[src/rtl/pif_pkg.sv]
// peripheral interrupt enable and request bookkeeping: shared constants
// assumes a 32-bit axi4-lite register bus with word-aligned registers
package pif_pkg;
	// ==========================================================
	// register indices, byte address is four times the index
	localparam logic [5:0] IDX_REQ_TWO  = 6'h10;
	localparam logic [5:0] IDX_EN_TWO   = 6'h11;
	localparam logic [5:0] IDX_REQ_ONE  = 6'h16;
	localparam logic [5:0] IDX_EN_ONE   = 6'h17;
	localparam logic [5:0] IDX_CONFIG   = 6'h20;
	localparam logic [5:0] IDX_PORT_REF = 6'h21;
	localparam logic [5:0] IDX_SUMMARY  = 6'h22;
	localparam int         ADDR_LSB     = 2;
	// ==========================================================
	// request one layout
	localparam int BIT_PORT_CHANGE = 7;
	localparam int BIT_TIMER3      = 6;
	localparam int BIT_TIMER2      = 5;
	localparam int BIT_TIMER1      = 4;
	localparam int BIT_CAPTURE2    = 3;
	localparam int BIT_CAPTURE1    = 2;
	localparam int BIT_SER_TX      = 1;
	localparam int BIT_SER_RX      = 0;
	// enable two / request two layout
	localparam int BIT_UNUSED_TWO  = 4;
	localparam logic [7:0] IMPL_MASK_TWO = 8'hef;
	localparam logic [7:0] HW_MASK_SER   = 8'h03;
	// ==========================================================
	// config register fields
	localparam int BIT_T1_WIDTH  = 0;
	localparam int BIT_CAP1_PER3 = 1;
	localparam int BIT_GLB_DIS   = 2;
	// ==========================================================
	// reset values and answers
	localparam logic [7:0]  RST_BYTE   = 8'h00;
	localparam logic [2:0]  RST_CONFIG = 3'h0;
	localparam logic [1:0]  RESP_OKAY  = 2'h0;
	localparam logic [1:0]  RESP_SLV   = 2'h2;
	localparam logic [15:0] ZERO16     = 16'h0000;
	localparam logic [15:0] ALL16      = 16'hffff;
endpackage : pif_pkg

[src/rtl/pif_irq_flags.sv]
// peripheral interrupt enable and request registers with axi4-lite access
// assumes timers, captures, port b and serial units run on ref_clk_in
//
// The AXI4-Lite register port was left to the implementer.
`timescale 1ns/1ps
module pif_irq_flags
	import pif_pkg::*;
#(
	parameter int PORT_W = 4
) (
	input  wire logic              ref_clk_in,
	input  wire logic              sys_rst_in,
	input  wire logic [7:0]        s_axi_awaddr_in,
	input  wire logic              s_axi_awvalid_in,
	output logic                   s_axi_awready_out,
	input  wire logic [31:0]       s_axi_wdata_in,
	input  wire logic [3:0]        s_axi_wstrb_in,
	input  wire logic              s_axi_wvalid_in,
	output logic                   s_axi_wready_out,
	output logic [1:0]             s_axi_bresp_out,
	output logic                   s_axi_bvalid_out,
	input  wire logic              s_axi_bready_in,
	input  wire logic [7:0]        s_axi_araddr_in,
	input  wire logic              s_axi_arvalid_in,
	output logic                   s_axi_arready_out,
	output logic [31:0]            s_axi_rdata_out,
	output logic [1:0]             s_axi_rresp_out,
	output logic                   s_axi_rvalid_out,
	input  wire logic              s_axi_rready_in,
	input  wire logic [PORT_W-1:0] port_b_monitor_in,
	input  wire logic              capture1_pin_in,
	input  wire logic              capture2_pin_in,
	input  wire logic [15:0]       timer3_count_in,
	input  wire logic [15:0]       timer3_period_pair_in,
	input  wire logic [7:0]        timer2_count_in,
	input  wire logic [7:0]        timer2_period_in,
	input  wire logic [7:0]        timer1_count_in,
	input  wire logic [7:0]        timer1_period_in,
	input  wire logic              serial1_tx_empty_in,
	input  wire logic              serial1_rx_full_in,
	input  wire logic [4:0]        req_two_event_in,
	input  wire logic              serial2_tx_empty_in,
	input  wire logic              serial2_rx_full_in,
	output logic                   periph_summary_flag_out,
	output logic                   irq_out
);
	// ==========================================================
	// registers
	logic [7:0]        periph_int_enable_two;
	logic [7:0]        periph_int_enable_one;
	logic [7:0]        periph_int_request_one;
	logic [7:0]        periph_int_request_two;
	logic [2:0]        config_bits;
	logic [PORT_W-1:0] port_ref;
	logic              timer1_width_select;
	logic              capture1_period3_select;
	logic              global_irq_disable;

	assign timer1_width_select     = config_bits[BIT_T1_WIDTH];
	assign capture1_period3_select = config_bits[BIT_CAP1_PER3];
	assign global_irq_disable      = config_bits[BIT_GLB_DIS];

	// ==========================================================
	// axi4-lite write path
	logic       aw_full;
	logic       w_full;
	logic [5:0] aw_idx;
	logic [7:0] w_byte;
	logic       w_lane0;
	logic       wr_fire;
	logic       wr_en_two;
	logic       wr_en_one;
	logic       wr_req_one;
	logic       wr_req_two;
	logic       wr_config;
	logic       wr_mapped;

	assign s_axi_awready_out = !aw_full && !s_axi_bvalid_out;
	assign s_axi_wready_out  = !w_full && !s_axi_bvalid_out;
	assign wr_fire           = aw_full && w_full;
	assign wr_en_two         = wr_fire && w_lane0 && aw_idx == IDX_EN_TWO;
	assign wr_en_one         = wr_fire && w_lane0 && aw_idx == IDX_EN_ONE;
	assign wr_req_one        = wr_fire && w_lane0 && aw_idx == IDX_REQ_ONE;
	assign wr_req_two        = wr_fire && w_lane0 && aw_idx == IDX_REQ_TWO;
	assign wr_config         = wr_fire && w_lane0 && aw_idx == IDX_CONFIG;
	assign wr_mapped         = aw_idx inside {IDX_EN_TWO, IDX_EN_ONE, IDX_REQ_ONE, IDX_REQ_TWO, IDX_CONFIG,
		IDX_PORT_REF, IDX_SUMMARY};

	always_ff @(posedge ref_clk_in or posedge sys_rst_in) begin
		if (sys_rst_in) begin
			aw_full <= 1'b0;
			aw_idx  <= 6'h00;
		end else if (wr_fire) begin
			aw_full <= 1'b0;
		end else if (s_axi_awvalid_in && s_axi_awready_out) begin
			aw_full <= 1'b1;
			aw_idx  <= s_axi_awaddr_in[7:ADDR_LSB];
		end
	end

	always_ff @(posedge ref_clk_in or posedge sys_rst_in) begin
		if (sys_rst_in) begin
			w_full  <= 1'b0;
			w_byte  <= RST_BYTE;
			w_lane0 <= 1'b0;
		end else if (wr_fire) begin
			w_full <= 1'b0;
		end else if (s_axi_wvalid_in && s_axi_wready_out) begin
			w_full  <= 1'b1;
			w_byte  <= s_axi_wdata_in[7:0];
			w_lane0 <= s_axi_wstrb_in[0];
		end
	end

	always_ff @(posedge ref_clk_in or posedge sys_rst_in) begin
		if (sys_rst_in) begin
			s_axi_bvalid_out <= 1'b0;
			s_axi_bresp_out  <= RESP_OKAY;
		end else if (wr_fire) begin
			s_axi_bvalid_out <= 1'b1;
			s_axi_bresp_out  <= wr_mapped ? RESP_OKAY : RESP_SLV;
		end else if (s_axi_bready_in) begin
			s_axi_bvalid_out <= 1'b0;
		end
	end

	// ==========================================================
	// enables and configuration
	always_ff @(posedge ref_clk_in or posedge sys_rst_in) begin
		if (sys_rst_in) begin
			periph_int_enable_two <= RST_BYTE;
			periph_int_enable_one <= RST_BYTE;
			config_bits           <= RST_CONFIG;
		end else begin
			if (wr_en_two)
				periph_int_enable_two <= w_byte & IMPL_MASK_TWO;
			if (wr_en_one)
				periph_int_enable_one <= w_byte;
			if (wr_config)
				config_bits <= w_byte[2:0];
		end
	end

	// ==========================================================
	// event detection from the peripherals' own state
	logic [15:0]       t3_prev;
	logic [7:0]        t2_prev;
	logic [7:0]        t1_prev;
	logic              cap1_prev;
	logic              cap2_prev;
	logic              port_mismatch;
	logic              t3_event;
	logic              t2_event;
	logic              t1_event;
	logic              cap1_event;
	logic              cap2_event;
	logic [7:0]        set_one;

	always_ff @(posedge ref_clk_in or posedge sys_rst_in) begin
		if (sys_rst_in) begin
			t3_prev   <= ZERO16;
			t2_prev   <= RST_BYTE;
			t1_prev   <= RST_BYTE;
			cap1_prev <= 1'b0;
			cap2_prev <= 1'b0;
		end else begin
			t3_prev   <= timer3_count_in;
			t2_prev   <= timer2_count_in;
			t1_prev   <= timer1_count_in;
			cap1_prev <= capture1_pin_in;
			cap2_prev <= capture2_pin_in;
		end
	end

	// rollover means last count matched the limit and the count is now zero
	assign t3_event = timer3_count_in == ZERO16 &&
		(capture1_period3_select ? t3_prev == ALL16 : t3_prev == timer3_period_pair_in);
	assign t2_event = timer2_count_in == RST_BYTE && t2_prev == timer2_period_in;
	assign t1_event = timer1_width_select ?
		({timer2_count_in, timer1_count_in} == ZERO16 &&
		 {t2_prev, t1_prev} == {timer2_period_in, timer1_period_in}) :
		(timer1_count_in == RST_BYTE && t1_prev == timer1_period_in);
	// capture event taken as a rising edge on the shared pin
	assign cap1_event    = capture1_pin_in && !cap1_prev;
	assign cap2_event    = capture2_pin_in && !cap2_prev;
	assign port_mismatch = port_b_monitor_in != port_ref;

	always_comb begin
		set_one                  = RST_BYTE;
		set_one[BIT_PORT_CHANGE] = port_mismatch;
		set_one[BIT_TIMER3]      = t3_event;
		set_one[BIT_TIMER2]      = t2_event;
		set_one[BIT_TIMER1]      = t1_event;
		set_one[BIT_CAPTURE2]    = cap2_event;
		set_one[BIT_CAPTURE1]    = cap1_event;
	end

	// ==========================================================
	// request flags: set wins over a write-one-to-clear in the same cycle
	logic [7:0] clr_one;
	logic [7:0] clr_two;
	logic [7:0] set_two;

	assign clr_one = wr_req_one ? (w_byte & ~HW_MASK_SER) : RST_BYTE;
	assign clr_two = wr_req_two ? (w_byte & ~HW_MASK_SER & IMPL_MASK_TWO) : RST_BYTE;
	assign set_two = {req_two_event_in[4:2], 1'b0, req_two_event_in[1:0], 2'b00};

	always_ff @(posedge ref_clk_in or posedge sys_rst_in) begin
		if (sys_rst_in) begin
			periph_int_request_one <= RST_BYTE;
		end else begin
			// enables and global disable are not consulted here
			periph_int_request_one[7:2] <= (periph_int_request_one[7:2] & ~clr_one[7:2]) | set_one[7:2];
			periph_int_request_one[BIT_SER_TX] <= serial1_tx_empty_in;
			periph_int_request_one[BIT_SER_RX] <= serial1_rx_full_in;
		end
	end

	always_ff @(posedge ref_clk_in or posedge sys_rst_in) begin
		if (sys_rst_in) begin
			periph_int_request_two <= RST_BYTE;
		end else begin
			periph_int_request_two[7:2] <= ((periph_int_request_two[7:2] & ~clr_two[7:2]) | set_two[7:2])
				& IMPL_MASK_TWO[7:2];
			periph_int_request_two[1] <= serial2_tx_empty_in;
			periph_int_request_two[0] <= serial2_rx_full_in;
		end
	end

	// ==========================================================
	// summary and interrupt output
	assign periph_summary_flag_out = |(periph_int_request_one & periph_int_enable_one) |
		|(periph_int_request_two & periph_int_enable_two);
	assign irq_out = periph_summary_flag_out && !global_irq_disable;

	// ==========================================================
	// axi4-lite read path; reading the port reference re-arms the mismatch
	logic       rd_take;
	logic [5:0] ar_idx;
	logic [7:0] rd_byte;
	logic       rd_mapped;

	assign s_axi_arready_out = !s_axi_rvalid_out;
	assign rd_take           = s_axi_arvalid_in && s_axi_arready_out;
	assign ar_idx            = s_axi_araddr_in[7:ADDR_LSB];

	always_comb begin
		rd_byte   = RST_BYTE;
		rd_mapped = 1'b1;
		case (ar_idx)
			IDX_EN_TWO:   rd_byte = periph_int_enable_two;
			IDX_EN_ONE:   rd_byte = periph_int_enable_one;
			IDX_REQ_ONE:  rd_byte = periph_int_request_one;
			IDX_REQ_TWO:  rd_byte = periph_int_request_two;
			IDX_CONFIG:   rd_byte = {5'h00, config_bits};
			IDX_PORT_REF: rd_byte = 8'(port_b_monitor_in);
			IDX_SUMMARY:  rd_byte = {7'h00, periph_summary_flag_out};
			default:      rd_mapped = 1'b0;
		endcase
	end

	always_ff @(posedge ref_clk_in or posedge sys_rst_in) begin
		if (sys_rst_in) begin
			s_axi_rvalid_out <= 1'b0;
			s_axi_rdata_out  <= 32'h0000_0000;
			s_axi_rresp_out  <= RESP_OKAY;
		end else if (rd_take) begin
			s_axi_rvalid_out <= 1'b1;
			s_axi_rdata_out  <= {24'h00_0000, rd_byte};
			s_axi_rresp_out  <= rd_mapped ? RESP_OKAY : RESP_SLV;
		end else if (s_axi_rready_in) begin
			s_axi_rvalid_out <= 1'b0;
		end
	end

	// software ends the mismatch only by reading the port, as the port does
	always_ff @(posedge ref_clk_in or posedge sys_rst_in) begin
		if (sys_rst_in)
			port_ref <= '0;
		else if (rd_take && ar_idx == IDX_PORT_REF)
			port_ref <= port_b_monitor_in;
	end

	// ==========================================================
	// checks
	property p_en_two_unused;
		@(posedge ref_clk_in) disable iff (sys_rst_in) periph_int_enable_two[BIT_UNUSED_TWO] == 1'b0;
	endproperty
	a_en_two_unused: assert property (p_en_two_unused) else $error("enable two bit 4 set");

	property p_req_two_unused;
		@(posedge ref_clk_in) disable iff (sys_rst_in) periph_int_request_two[BIT_UNUSED_TWO] == 1'b0;
	endproperty
	a_req_two_unused: assert property (p_req_two_unused) else $error("request two bit 4 set");

	property p_en_two_write;
		@(posedge ref_clk_in) disable iff (sys_rst_in)
			wr_en_two |=> periph_int_enable_two == ($past(w_byte) & IMPL_MASK_TWO);
	endproperty
	a_en_two_write: assert property (p_en_two_write) else $error("enable two write lost");

	property p_ser_tx;
		@(posedge ref_clk_in) disable iff (sys_rst_in)
			##1 periph_int_request_one[BIT_SER_TX] == $past(serial1_tx_empty_in);
	endproperty
	a_ser_tx: assert property (p_ser_tx) else $error("tx flag does not follow buffer");

	property p_ser_rx;
		@(posedge ref_clk_in) disable iff (sys_rst_in)
			wr_req_one |=> periph_int_request_one[BIT_SER_RX] == $past(serial1_rx_full_in);
	endproperty
	a_ser_rx: assert property (p_ser_rx) else $error("rx flag moved by write");

	property p_cap1;
		@(posedge ref_clk_in) disable iff (sys_rst_in)
			$rose(capture1_pin_in) |=> periph_int_request_one[BIT_CAPTURE1];
	endproperty
	a_cap1: assert property (p_cap1) else $error("capture1 flag not set");

	property p_cap2;
		@(posedge ref_clk_in) disable iff (sys_rst_in)
			$rose(capture2_pin_in) |=> periph_int_request_one[BIT_CAPTURE2];
	endproperty
	a_cap2: assert property (p_cap2) else $error("capture2 flag not set");

	property p_t2;
		@(posedge ref_clk_in) disable iff (sys_rst_in)
			timer2_count_in == RST_BYTE && $past(timer2_count_in) == timer2_period_in
			|=> periph_int_request_one[BIT_TIMER2];
	endproperty
	a_t2: assert property (p_t2) else $error("timer2 flag not set");

	property p_t3_ovf;
		@(posedge ref_clk_in) disable iff (sys_rst_in)
			timer3_count_in == ZERO16 && (capture1_period3_select ? $past(timer3_count_in) == ALL16 :
			$past(timer3_count_in) == timer3_period_pair_in)
			|=> periph_int_request_one[BIT_TIMER3];
	endproperty
	a_t3_ovf: assert property (p_t3_ovf) else $error("timer3 overflow missed");

	property p_t1_16;
		@(posedge ref_clk_in) disable iff (sys_rst_in)
			(timer1_width_select ? {timer2_count_in, timer1_count_in} == ZERO16 &&
			$past(timer2_count_in) == timer2_period_in && $past(timer1_count_in) == timer1_period_in :
			timer1_count_in == RST_BYTE && $past(timer1_count_in) == timer1_period_in)
			|=> periph_int_request_one[BIT_TIMER1];
	endproperty
	a_t1_16: assert property (p_t1_16) else $error("timer1 flag not set");

	property p_port;
		@(posedge ref_clk_in) disable iff (sys_rst_in)
			port_mismatch [*2] |-> periph_int_request_one[BIT_PORT_CHANGE];
	endproperty
	a_port: assert property (p_port) else $error("port change flag clear during mismatch");

	property p_irq;
		@(posedge ref_clk_in) disable iff (sys_rst_in)
			irq_out == (periph_summary_flag_out && !config_bits[BIT_GLB_DIS]) &&
			periph_summary_flag_out == ((periph_int_request_one & periph_int_enable_one |
			periph_int_request_two & periph_int_enable_two) != 8'h00);
	endproperty
	a_irq: assert property (p_irq) else $error("irq without enabled flag");
endmodule : pif_irq_flags

[config.mk]
export PLATFORM = sky130hd
export DESIGN_NAME = pif_irq_flags
export DESIGN_NICKNAME = d
export VERILOG_FILES = /design/src/rtl/pif_pkg.sv /design/src/rtl/pif_irq_flags.sv
export SDC_FILE = /design/constraint.sdc
export NUM_CORES = 1
export LEC_CHECK = 0
export BUFFER_PORTS_ARGS = -buffer_cell sky130_fd_sc_hd__buf_2
export CAP_MARGIN = 20
export CORE_ASPECT_RATIO = 1.25
export CORE_MARGIN = 8
export CORE_UTILIZATION = 28
export CTS_CLUSTER_DIAMETER = 50
export DETAILED_ROUTE_END_ITERATION = 8
export GPL_ROUTABILITY_DRIVEN = 0
export HOLD_SLACK_MARGIN = 0.12
export MAX_ROUTING_LAYER = met4
export PLACE_DENSITY = 0.6
export SYNTH_ARGS = -nofsm -noshare
export SYNTH_HDL_FRONTEND = slang
export SYNTH_SLANG_ARGS = --single-unit
[constraint.sdc]
create_clock -name ref_clk_in -period 4.6 [get_ports ref_clk_in]
set_clock_uncertainty 0.15 [all_clocks]
set_input_delay 0.92 -clock ref_clk_in [delete_from_list [all_inputs] [get_ports ref_clk_in]]
set_output_delay 0.92 -clock ref_clk_in [all_outputs]
set_load 0.02 [all_outputs]
==> results of run 1 <==
[power by group through the flow]
stage | registers [mW] | logic (mW) | clock network, mW
4_1_cts | 1.19 | 0.669 | 0.758
6_report | 1.19 | 0.658 | 0.725
3_3_place_gp | 1.20 | 0.651 | 0
2_1_floorplan | 1.16 | 0.481 | 0
5_1_grt | 1.22 | 0.732 | 0.789
3_5_place_dp | 1.21 | 0.667 | 0
[worst register-to-register path: stages, from the launching register on]
cell and delay (ps):
dfrtp_1 670, or3_1 500, a211oi_1 240, o2111ai_1 160, o41ai_1 390
[kinds of logic (layout without fill, tap and decap cells)]
family	after synthesis	count (layout)	synth area share (%)
and+or+nand+nor	105	105	12.5
DFF	100	100	53.6
AOI/OAI and AO/OA	97	97	14.5
xor gates and xnor gates	28	28	5.25
other	1	29	0.0803
buffers and inverters	55	159	6.75
muxes	30	30	7.26
[area by class of cell]
class / count / area, um2 / area share, %
tap: 220 / 275 / 4.82
multi-input combinational: 286 / 1940 / 34.0
sequential: 100 / 2500 / 43.8
clock buffer: 10 / 239 / 4.18
timing repair buffer: 125 / 631 / 11.0
clock inverter: 6 / 46.3 / 0.810
antenna: 3 / 7.51 / 0.131
inverter: 18 / 70.1 / 1.23
[sequential cells by signal, indices dropped and copies added, names as in the netlist, 3 cells and up]
signal,cells
s_axi_rdata_out,8
t1_prev,8
w_byte,8
periph_int_request_two,7
config_bits,3
periph_int_enable_one,8
t3_prev,16
t2_prev,8
port_ref,4
periph_int_enable_two,7
aw_idx,6
periph_int_request_one,8
[per-stage QoR]
step | cells | hold slack (ps) | setup slack (ps)
5_1_grt | 766 | 298 | 1530
2_1_floorplan | 441 | 250 | 911
3_5_place_dp | 749 | 257 | 1770
3_3_place_gp | 749 | 257 | 1800
4_1_cts | 765 | 265 | 1600
6_report | 768 | 269 | 1640
[per-layer routing]
| metal | GRT usage (%) | part of all wire [%] | wire [um] | vias to the layer above |
|---|---|---|---|---|
| li1 | - | - | - | 1707 |
| met2 | 18.6 | 49 | 5900 | 129 |
| met5 | - | 0 | 0 | - |
| met1 | 13.8 | 43 | 5200 | 1711 |
| met4 | 5.86 | 2.8 | 335 | 0 |
| met3 | 3.62 | 5.8 | 700 | 22 |
[path summary, 6_finish.rpt]
check,from,to,cells after the start
worst max-delay path,periph_int_enable_two[1],irq_out,5
worst min-delay path,cap1_prev,periph_int_request_one[2],1
worst max register to register,config_bits[1],periph_int_request_one[6],4
worst min register to register,cap1_prev,periph_int_request_one[2],1
max in group asynchronous,sys_rst_in,t1_prev[0],3
min in group asynchronous,sys_rst_in,t3_prev[2],2
[cells in the final DEF, fill, tap and decap left out, types with 3 or more instances in the layout]
master     count
buf_2        123
dfrtp_1      100
nand2_1       36
o21ai_0       28
conb_1        26
mux2_2        23
inv_1         17
xor2_1        16
nor2_1        13
nor4_1        13
xnor2_1       12
a21oi_1       10
clkbuf_16      9
nor3_1         8
a22oi_1        8
nand2b_1       7
nand3_1        7
a21o_1         7
a221oi_1       7
a22o_1         6
o41ai_1        5
o21ai_2        5
mux2i_1        5
nand4b_1       4
nand4_1        4
diode_2        3
and2_1         3
o21bai_1       3
a211oi_1       3
o22ai_1        3
==> flow_metrics.env, run 1 <==
export IMPL_avgSynthCellArea_um2=11.2
export IMPL_worst_pin_slew_ps=906
export IMPL_post_route_util_pct=34.5
export IMPL_crit_path_start_kind="flip-flop"
export IMPL_cts_resized_gates=0
export IMPL_combPwrFrac_pct=25.6
export IMPL_htree_levels=3
export IMPL_cp_end_kind="output port"
export IMPL_worstPathMaxFanout=3
export IMPL_swShare_pct=33.9
export IMPL_clock_sinks=100
export IMPL_die_h_um=160
export IMPL_power_total_mw=2.57
export IMPL_cts_root_buf="clkbuf_16"
export IMPL_die_area_um2=21100
export IMPL_criticalPathCategory="reg -> out"
export IMPL_fmax_mhz=338
export IMPL_setup_viol_count_final=0
export IMPL_synth_top_area_share_pct=53.6
export IMPL_firstDrtPassIters=5
export IMPL_final_antenna_net_count=0
export IMPL_grt_setup_unrepaired="no"
export IMPL_core_region_area_um2=16600
export IMPL_place_area_um2=5420
export IMPL_grt_max_degree=75
export IMPL_start_util_pct=28.2
export IMPL_r2r_slack_ps=2390
export IMPL_slowest_stage="dfrtp_1"
export IMPL_cts_setup_buffers=0
export IMPL_yosysMostFrequentCell="dfrtp_1"
export IMPL_clock_path_buffers=2
export IMPL_synth_edff_count=0
export IMPL_ctsHoldBuffers=0
export IMPL_ys_top_cells_by_area="dfrtp_1 (54%), mux2_2 (5.5%), buf_4 (4.2%)"
export IMPL_ys_top_cells_by_count="dfrtp_1 (100), nand2_1 (36), o21ai_0 (28)"
export IMPL_drt_iter0_markers=164
export IMPL_period_needed_ps=2960
export IMPL_globalRouteOverflowTotal=0
export IMPL_post_drt_wl_per_cell_um=15.8
export IMPL_slew_violations=0
export IMPL_antenna_found_initial=1
export IMPL_cp_num_buf_inv=1
export IMPL_yosysSeqAreaShare_pct=53.6
export IMPL_io_pins=181
export IMPL_fp_dieW_um=131
export IMPL_max_slew_margin_pct=39.6
export IMPL_fill_cells=1667
export IMPL_cpPeakStageDelay_ps=400
export IMPL_grt_pass1_vias=3842
export IMPL_ir_drop_v=0.000242
export IMPL_grt_pass1_wl_mm=19.6
export IMPL_cts_tree="done"
export IMPL_drive_above_1_share_pct=33.0
export IMPL_critPathTopFamily="simple AND/OR/NAND/NOR gates"
export IMPL_cts_made_buffers=9
export IMPL_synth_area_leader_cell="dfrtp_1"
export IMPL_vias=3569
export IMPL_syn_instance_count=416
export IMPL_port_buffers=123
export IMPL_grt_util_all_layers_pct=11.9
export IMPL_fin_nets=678
export IMPL_drc_errors=0
export IMPL_p_int_mw=1.70
export IMPL_avgViaCountPerCell=4.65
export IMPL_critical_path_required_ps=3530
export IMPL_cap_violations=0
export IMPL_power_share_sequential_pct=46.2
export IMPL_outcome="complete, no violations"
export IMPL_powerDensity_nw_per_um2=450
export IMPL_setup_tns_ps=0
export IMPL_worstHoldPathType="reg -> reg"
export IMPL_cts_clk_slew_worst_paths_ps=70
export IMPL_area_growth_pct=22.4
export IMPL_synth_warnings=0
export IMPL_p_clk_share_pct=28.2
export IMPL_timing_final_crit_share_pct=64.3
export IMPL_dp_hpwl_mm=9.67
export IMPL_worstPathArrival_ps=1890
export IMPL_ys_types=49
export IMPL_finalHoldViolations=0
export IMPL_clock_latency_ps=350
export IMPL_async_flop_share_pct=100
export IMPL_final_area_um2=5720
export IMPL_path_cells="a222oi_1, nand3_1, nor3_1, nor2_1, buf_2"
export IMPL_wirelength_mm=12.1
export IMPL_p_leak_nw=2.61
export IMPL_synthFlopType="dfrtp_1"
export IMPL_row_count=53
export IMPL_syn_area_um2=4670
export IMPL_p_sw_mw=0.873
export IMPL_ys_ff_latch=100
No activity file was read; power rests on OpenSTA's default activity.
==> run 2: changes to the inputs <==
--- a/config.mk
+++ b/config.mk
@@ -5,6 +5,7 @@
 export SDC_FILE = /design/constraint.sdc
 export NUM_CORES = 1
 export LEC_CHECK = 0
+export ABC_AREA = 1
 export BUFFER_PORTS_ARGS = -buffer_cell sky130_fd_sc_hd__buf_2
 export CAP_MARGIN = 20
 export CORE_ASPECT_RATIO = 1.25
@@ -15,7 +16,7 @@
 export GPL_ROUTABILITY_DRIVEN = 0
 export HOLD_SLACK_MARGIN = 0.12
 export MAX_ROUTING_LAYER = met4
-export PLACE_DENSITY = 0.6
+export PLACE_DENSITY = 0.59
 export SYNTH_ARGS = -nofsm -noshare
 export SYNTH_HDL_FRONTEND = slang
 export SYNTH_SLANG_ARGS = --single-unit
==> constraint.sdc (replaced) <==
create_clock -name ref_clk_in -period 3 [get_ports ref_clk_in]
set_clock_uncertainty 0.15 [all_clocks]
set_input_delay 0.6 -clock ref_clk_in [delete_from_list [all_inputs] [get_ports ref_clk_in]]
set_output_delay 0.6 -clock ref_clk_in [all_outputs]
set_load 0.02 [all_outputs]
==> run 2 against run 1 <==
Largest cell class unchanged. Power is 52% higher. Final cell count is 21% higher. Sequential power is 44% higher. Critical path type unchanged. First-iteration DRC count is 16% higher. Die area is 3.1% higher. Worst setup slack worse by 850 ps.
==> flow_metrics.env, run 2 <==
export IMPL_fin_nets=840
export IMPL_grtUsageMet3_pct=2.84
export IMPL_worstPathArrival_ps=1460
export IMPL_async_flop_share_pct=100
export IMPL_holdWs_ps=181
export IMPL_avgViaCountPerCell=4.21
export IMPL_grt_busiest_layer="met2"
export IMPL_ctsHoldBuffers=0
export IMPL_cts_clk_slew_worst_paths_ps=70
export IMPL_cts_setup_buffers=0
export IMPL_port_buffers=123
export IMPL_grt_pass1_vias=4015
export IMPL_drt_iter0_markers=190
export IMPL_p_leak_nw=3.07
export IMPL_dp_cells=911
export IMPL_cap_violations=0
export IMPL_worst_pin_slew_ps=888
export IMPL_cp_end_kind="output port"
export IMPL_grt_util_all_layers_pct=12.0
export IMPL_setup_ws_ps=789
export IMPL_period_needed_ps=2210
export IMPL_fp_dieW_um=133
export IMPL_fill_cells=1833
export IMPL_synth_edff_count=0
export IMPL_ys_top_cells_by_area="dfrtp_1 (52%), nand2_1 (12%), nor2_1 (6.4%)"
export IMPL_vias=3907
export IMPL_io_pins=181
export IMPL_core_region_area_um2=16800
export IMPL_synth_top_area_share_pct=51.8
export IMPL_grt_setup_unrepaired="no"
export IMPL_timing_final_crit_share_pct=73.7
export IMPL_ys_top_cells_by_count="nand2_1 (157), dfrtp_1 (100), nor2_1 (82)"
export IMPL_synth_warnings=0
export IMPL_avgSynthCellArea_um2=8.43
export IMPL_ys_ff_latch=100
export IMPL_post_route_util_pct=35.1
export IMPL_place_area_um2=5620
export IMPL_use_met2_pct=20.5
export IMPL_clock_latency_ps=340
export IMPL_cts_made_buffers=9
export IMPL_max_slew_margin_pct=40.8
export IMPL_dp_slack_ps=1070
export IMPL_cts_tree="done"
export IMPL_setup_viol_count_final=0
export IMPL_ff2ff_path_depth=7
export IMPL_fmax_mhz=452
export IMPL_grt_max_degree=52
export IMPL_final_area_um2=5910
export IMPL_critical_path_required_ps=2250
export IMPL_die_h_um=163
export IMPL_grtUsageMet1_pct=13.6
export IMPL_ys_types=33
export IMPL_die_area_um2=21700
export IMPL_globalRouteOverflowTotal=0
export IMPL_crit_path_start_kind="flip-flop"
export IMPL_firstDrtPassIters=4
export IMPL_drc_errors=0
export IMPL_cts_root_buf="clkbuf_16"
export IMPL_largest_reg_flops=16
export IMPL_yosysSeqAreaShare_pct=51.8
export IMPL_powerDensity_nw_per_um2=661
export IMPL_diodes=0
export IMPL_htree_levels=3
export IMPL_wirelength_mm=12.5
export IMPL_area_growth_pct=22.5
export IMPL_regMostFlops="t3_prev"
export IMPL_grt_pass1_wl_mm=20.1
export IMPL_syn_area_um2=4830
export IMPL_antenna_found_initial=0
export IMPL_setup_tns_ps=0
export IMPL_ir_drop_v=0.000431
export IMPL_seq_area_um2=2500
export IMPL_instances_no_fill=927
export IMPL_synthFlopType="dfrtp_1"
export IMPL_yosysMostFrequentCell="nand2_1"
export IMPL_layout_common_cells="nand2_1 (157), buf_2 (123), dfrtp_1 (100)"
export IMPL_finalHoldViolations=0
export IMPL_synth_area_leader_cell="dfrtp_1"
export IMPL_outcome="complete, no violations"
export IMPL_worstHoldPathType="in -> async"
export IMPL_cts_resized_gates=0
export IMPL_post_drt_wl_per_cell_um=13.4
export IMPL_criticalPathCategory="reg -> out"
export IMPL_final_common_cell="nand2_1"
export IMPL_multiInputGateArea_um2=1970
export IMPL_syn_instance_count=573
export IMPL_start_util_pct=28.7
export IMPL_drive_above_1_share_pct=25.3
export IMPL_row_count=53
export IMPL_slew_violations=0
export IMPL_power_total_mw=3.91
export IMPL_worstPathMaxFanout=3
export IMPL_dp_hpwl_mm=10.0
export IMPL_clock_path_buffers=2
export IMPL_clock_sinks=100
export IMPL_final_antenna_net_count=0
-- run 2: cell types whose count changed after synthesis, sizes merged, moves of 8 or more --
| cell | delta |
|---|---|
| nor4 | -11 |
| a22oi | -8 |
| nor3 | -8 |
| mux2 | -21 |
| o21ai | +10 |
| nand3 | +18 |
| nor2 | +80 |
| nand2 | +124 |
| inv | +33 |
-- run 2: cells by family (layout without fill, tap and decap cells) --
logic type / Yosys count / count (layout) / share of synthesized area (%)
compound gates: 73 / 73 / 8.81
xor+xnor: 20 / 20 / 3.63
buf+inv: 85 / 194 / 9.25
flops: 100 / 100 / 51.8
mux: 4 / 4 / 1.01
other cells: 1 / 26 / 0.0776
simple gates: 290 / 290 / 25.4
-- run 2: report_power, final --
part	total, mW	internal (mW)	switching, mW
Combinational	1.03	0.352	0.674
Clock	1.17	0.652	0.522
Sequential	1.71	1.56	0.145
-- run 2: cell type report --
| type | count | area share, % |
|---|---|---|
| timing repair buffer | 127 | 11.3 |
| inverter | 51 | 3.30 |
| tap | 220 | 4.65 |
| clock buffer | 9 | 3.81 |
| sequential | 100 | 42.3 |
| clock inverter | 7 | 1.21 |
| multi-input combinational | 413 | 33.4 |
-- run 2: final timing paths --
path                                           startpoint                   endpoint  slack [ps]
worst min register to register                  cap2_prev  periph_int_request_one[3]         270
max in group asynchronous                      sys_rst_in  periph_int_request_two[5]        1870
worst min-delay path                           sys_rst_in                t3_prev[11]         180
worst max register to register             config_bits[1]  periph_int_request_one[6]        1110
worst max-delay path            periph_int_request_one[3]                    irq_out         790
min in group ref_clk_in                serial2_rx_full_in  periph_int_request_two[0]         210
-- run 2: worst max-delay path, cell delays in order (launching register included) --
cell and delay, ps:
dfrtp_1 400, nand2_1 70, nand2_1 70, nor2_1 100
nand2_1 70, nor2_1 170, nor2_1 70, buf_2 160
-- run 2: per-layer routing --
| layer | routed length, um | vias to the layer above | part of all wire (%) |
|---|---|---|---|
| met5 | 0 | - | 0 |
| met4 | 138 | 0 | 1.1 |
| met3 | 597 | 8 | 4.8 |
| met2 | 6460 | 100 | 52 |
| met1 | 5270 | 1791 | 42 |
| li1 | - | 2008 | - |
==> run 3: changes to the inputs <==
==> constraint.sdc (replaced) <==
create_clock -name ref_clk_in -period 2.1 [get_ports ref_clk_in]
set_clock_uncertainty 0.15 [all_clocks]
set_input_delay 0.42 -clock ref_clk_in [delete_from_list [all_inputs] [get_ports ref_clk_in]]
set_output_delay 0.42 -clock ref_clk_in [all_outputs]
set_load 0.02 [all_outputs]
==> run 3 against run 2 <==
Global-route usage rose by 0.63 points. Sequential share of layout area fell by 3.1 points. Combinational power rose by 53%. Largest power group unchanged. Register-to-register slack got worse by 670 ps. Via count rose by 4.2%. Clock power rose by 42%. Non-clock buffer count rose by 48. Utilization rose by 2.8 points.
==> flow_metrics.env, run 3 (synthesis results as in run 2) <==
export IMPL_drt_iter0_markers=204
export IMPL_timing_rr_start="w_full"
export IMPL_timing_final_crit_share_pct=95.5
export IMPL_clock_sinks=100
export IMPL_worstPathArrival_ps=1440
export IMPL_power_total_mw=5.65
export IMPL_final_common_cell="nand2_1"
export IMPL_dp_hpwl_mm=9.94
export IMPL_fp_dieW_um=133
export IMPL_path_cells="nand2_1, nand2_1, nor2_1, nand2_1, nor2_2, nor2_1, buf_2"
export IMPL_grt_pass1_vias=4236
export IMPL_fmax_mhz=498
export IMPL_firstDrtPassIters=4
export IMPL_cpPeakStageDelay_ps=400
export IMPL_whs_path_depth=2
export IMPL_core_region_area_um2=16800
export IMPL_fin_nets=888
export IMPL_ir_drop_v=0.000542
export IMPL_grt_max_degree=49
export IMPL_die_h_um=163
export IMPL_antenna_found_initial=1
export IMPL_slew_violations=0
export IMPL_grt_pass1_wl_mm=21.1
export IMPL_r2r_end="periph_int_request_one[7]"
export IMPL_ff2ff_path_depth=7
export IMPL_period_needed_ps=2010
export IMPL_drive_above_1_share_pct=24.0
export IMPL_grt_setup_unrepaired="yes"
export IMPL_regMostFlops="t3_prev"
export IMPL_post_drt_wl_per_cell_um=13.2
export IMPL_cts_root_buf="clkbuf_16"
export IMPL_clock_latency_ps=350
export IMPL_p_leak_nw=3.26
export IMPL_layout_common_cells="nand2_1 (157), buf_2 (123), dfrtp_1 (100)"
export IMPL_die_area_um2=21700
export IMPL_seq_area_um2=2500
export IMPL_cp_num_buf_inv=1
export IMPL_vias=4071
export IMPL_max_slew_margin_pct=63.7
export IMPL_wirelength_mm=12.9
export IMPL_worst_pin_slew_ps=544
export IMPL_criticalPathCategory="reg -> out"
export IMPL_finalHoldViolations=0
export IMPL_holdWs_ps=131
export IMPL_globalRouteOverflowTotal=0
export IMPL_cts_tree="done"
export IMPL_htree_levels=3
export IMPL_area_growth_pct=32.3
export IMPL_r2r_slack_ps=440
export IMPL_critPathTopFamily="simple AND/OR/NAND/NOR gates"
export IMPL_fill_cells=1783
export IMPL_port_buffers=123
export IMPL_slowest_stage="dfrtp_1"
export IMPL_cts_clk_slew_worst_paths_ps=70
export IMPL_cp_end_kind="output port"
export IMPL_cts_made_buffers=9
export IMPL_largest_reg_flops=16
export IMPL_avgViaCountPerCell=4.18
export IMPL_critical_path_required_ps=1530
export IMPL_setup_viol_count_final=0
export IMPL_io_pins=181
export IMPL_worstPathMaxFanout=3
export IMPL_powerDensity_nw_per_um2=885
export IMPL_cap_violations=0
export IMPL_clock_path_buffers=2
export IMPL_timing_critical_path_mode_cell="nand2_1"
export IMPL_crit_path_start_kind="flip-flop"
export IMPL_final_antenna_net_count=0
export IMPL_multiInputGateArea_um2=1980
export IMPL_worstHoldPathType="in -> reg"
export IMPL_hold_path_end="periph_int_request_two[3]"
export IMPL_grt_util_all_layers_pct=12.6
export IMPL_start_util_pct=28.7
export IMPL_drc_errors=0
export IMPL_outcome="complete, no violations"
export IMPL_hp_start="req_two_event_in[1]"
export IMPL_row_count=53
-- run 3: cell types whose count changed in the layout (fill, tap and decap cells not counted), sizes merged --
cell	delta
buf	+3
clkbuf	+2
clkinv	-1
diode	+1
dlygate4sd3	+45
inv	-2
-- run 3: worst max path at each step --
stage	start	to	slack [ps]	cells after the start
global placement	s_axi_araddr_in[6]	port_ref[0]	420	6
global route	periph_int_request_two[7]	irq_out	-30	7
floorplan	sys_rst_in	aw_full	340	1
finish	periph_int_request_one[2]	irq_out	90	7
detailed placement	s_axi_araddr_in[7]	s_axi_rdata_out[0]	410	9
CTS	periph_int_request_one[2]	irq_out	40	7
-- run 3: per-stage QoR --
| step | util, % | instances | setup WS [ps] | TNS (ps) | area (um2) |
|---|---|---|---|---|---|
| after floorplan | - | 598 | 340 | 0 | 4930 |
| after global placement | 33.4 | 913 | 419 | 0 | 5630 |
| after detailed placement | 33.4 | 913 | 414 | 0 | 5630 |
| after CTS | 37.8 | 973 | 40.8 | 0 | 6370 |
| after global routing | 37.9 | 975 | -33.0 | -55.3 | 6390 |
| final | 37.9 | 975 | 93.9 | 0 | 6390 |
-- run 3: layer usage --
metal	up-vias	track usage (%)	share of wire, %
li1	2112	-	-
met4	0	6.29	2.4
met5	-	-	0
met3	19	1.98	3.8
met2	108	20.9	50
met1	1832	14.6	44
-- run 3: worst register-to-register path, cell delays in order (launching register included) --
cell	delay, ps
dfrtp_1	390
nand2_1	120
inv_2	90
nand2_1	70
nor2_2	120
nand2_1	190
o21ai_0	280
nand4_1	120
-- run 3: power by group --
group	internal (mW)	switching, mW
clock	0.951	0.713
sequential	2.24	0.176
combinational	0.573	1.01
-- run 3: repair_timing --
item / in CTS / in global routing
hold buffers: 45 / 0
setup endpoints to repair: 0 / 2
gates resized for setup: 0 / 1
buffers inserted: 0 / 1
endpoints found under the hold margin: 63 / 0
-- run 3: layout make-up --
cell class                 count  share of cell area, %
multi-input combinational    413                   31.0
antenna                        1                 0.0392
clock buffer                  11                   3.80
tap                          220                   4.31
clock inverter                 4                  0.764
timing repair buffer         175                   17.9
sequential                   100                   39.2
inverter                      51                   3.06
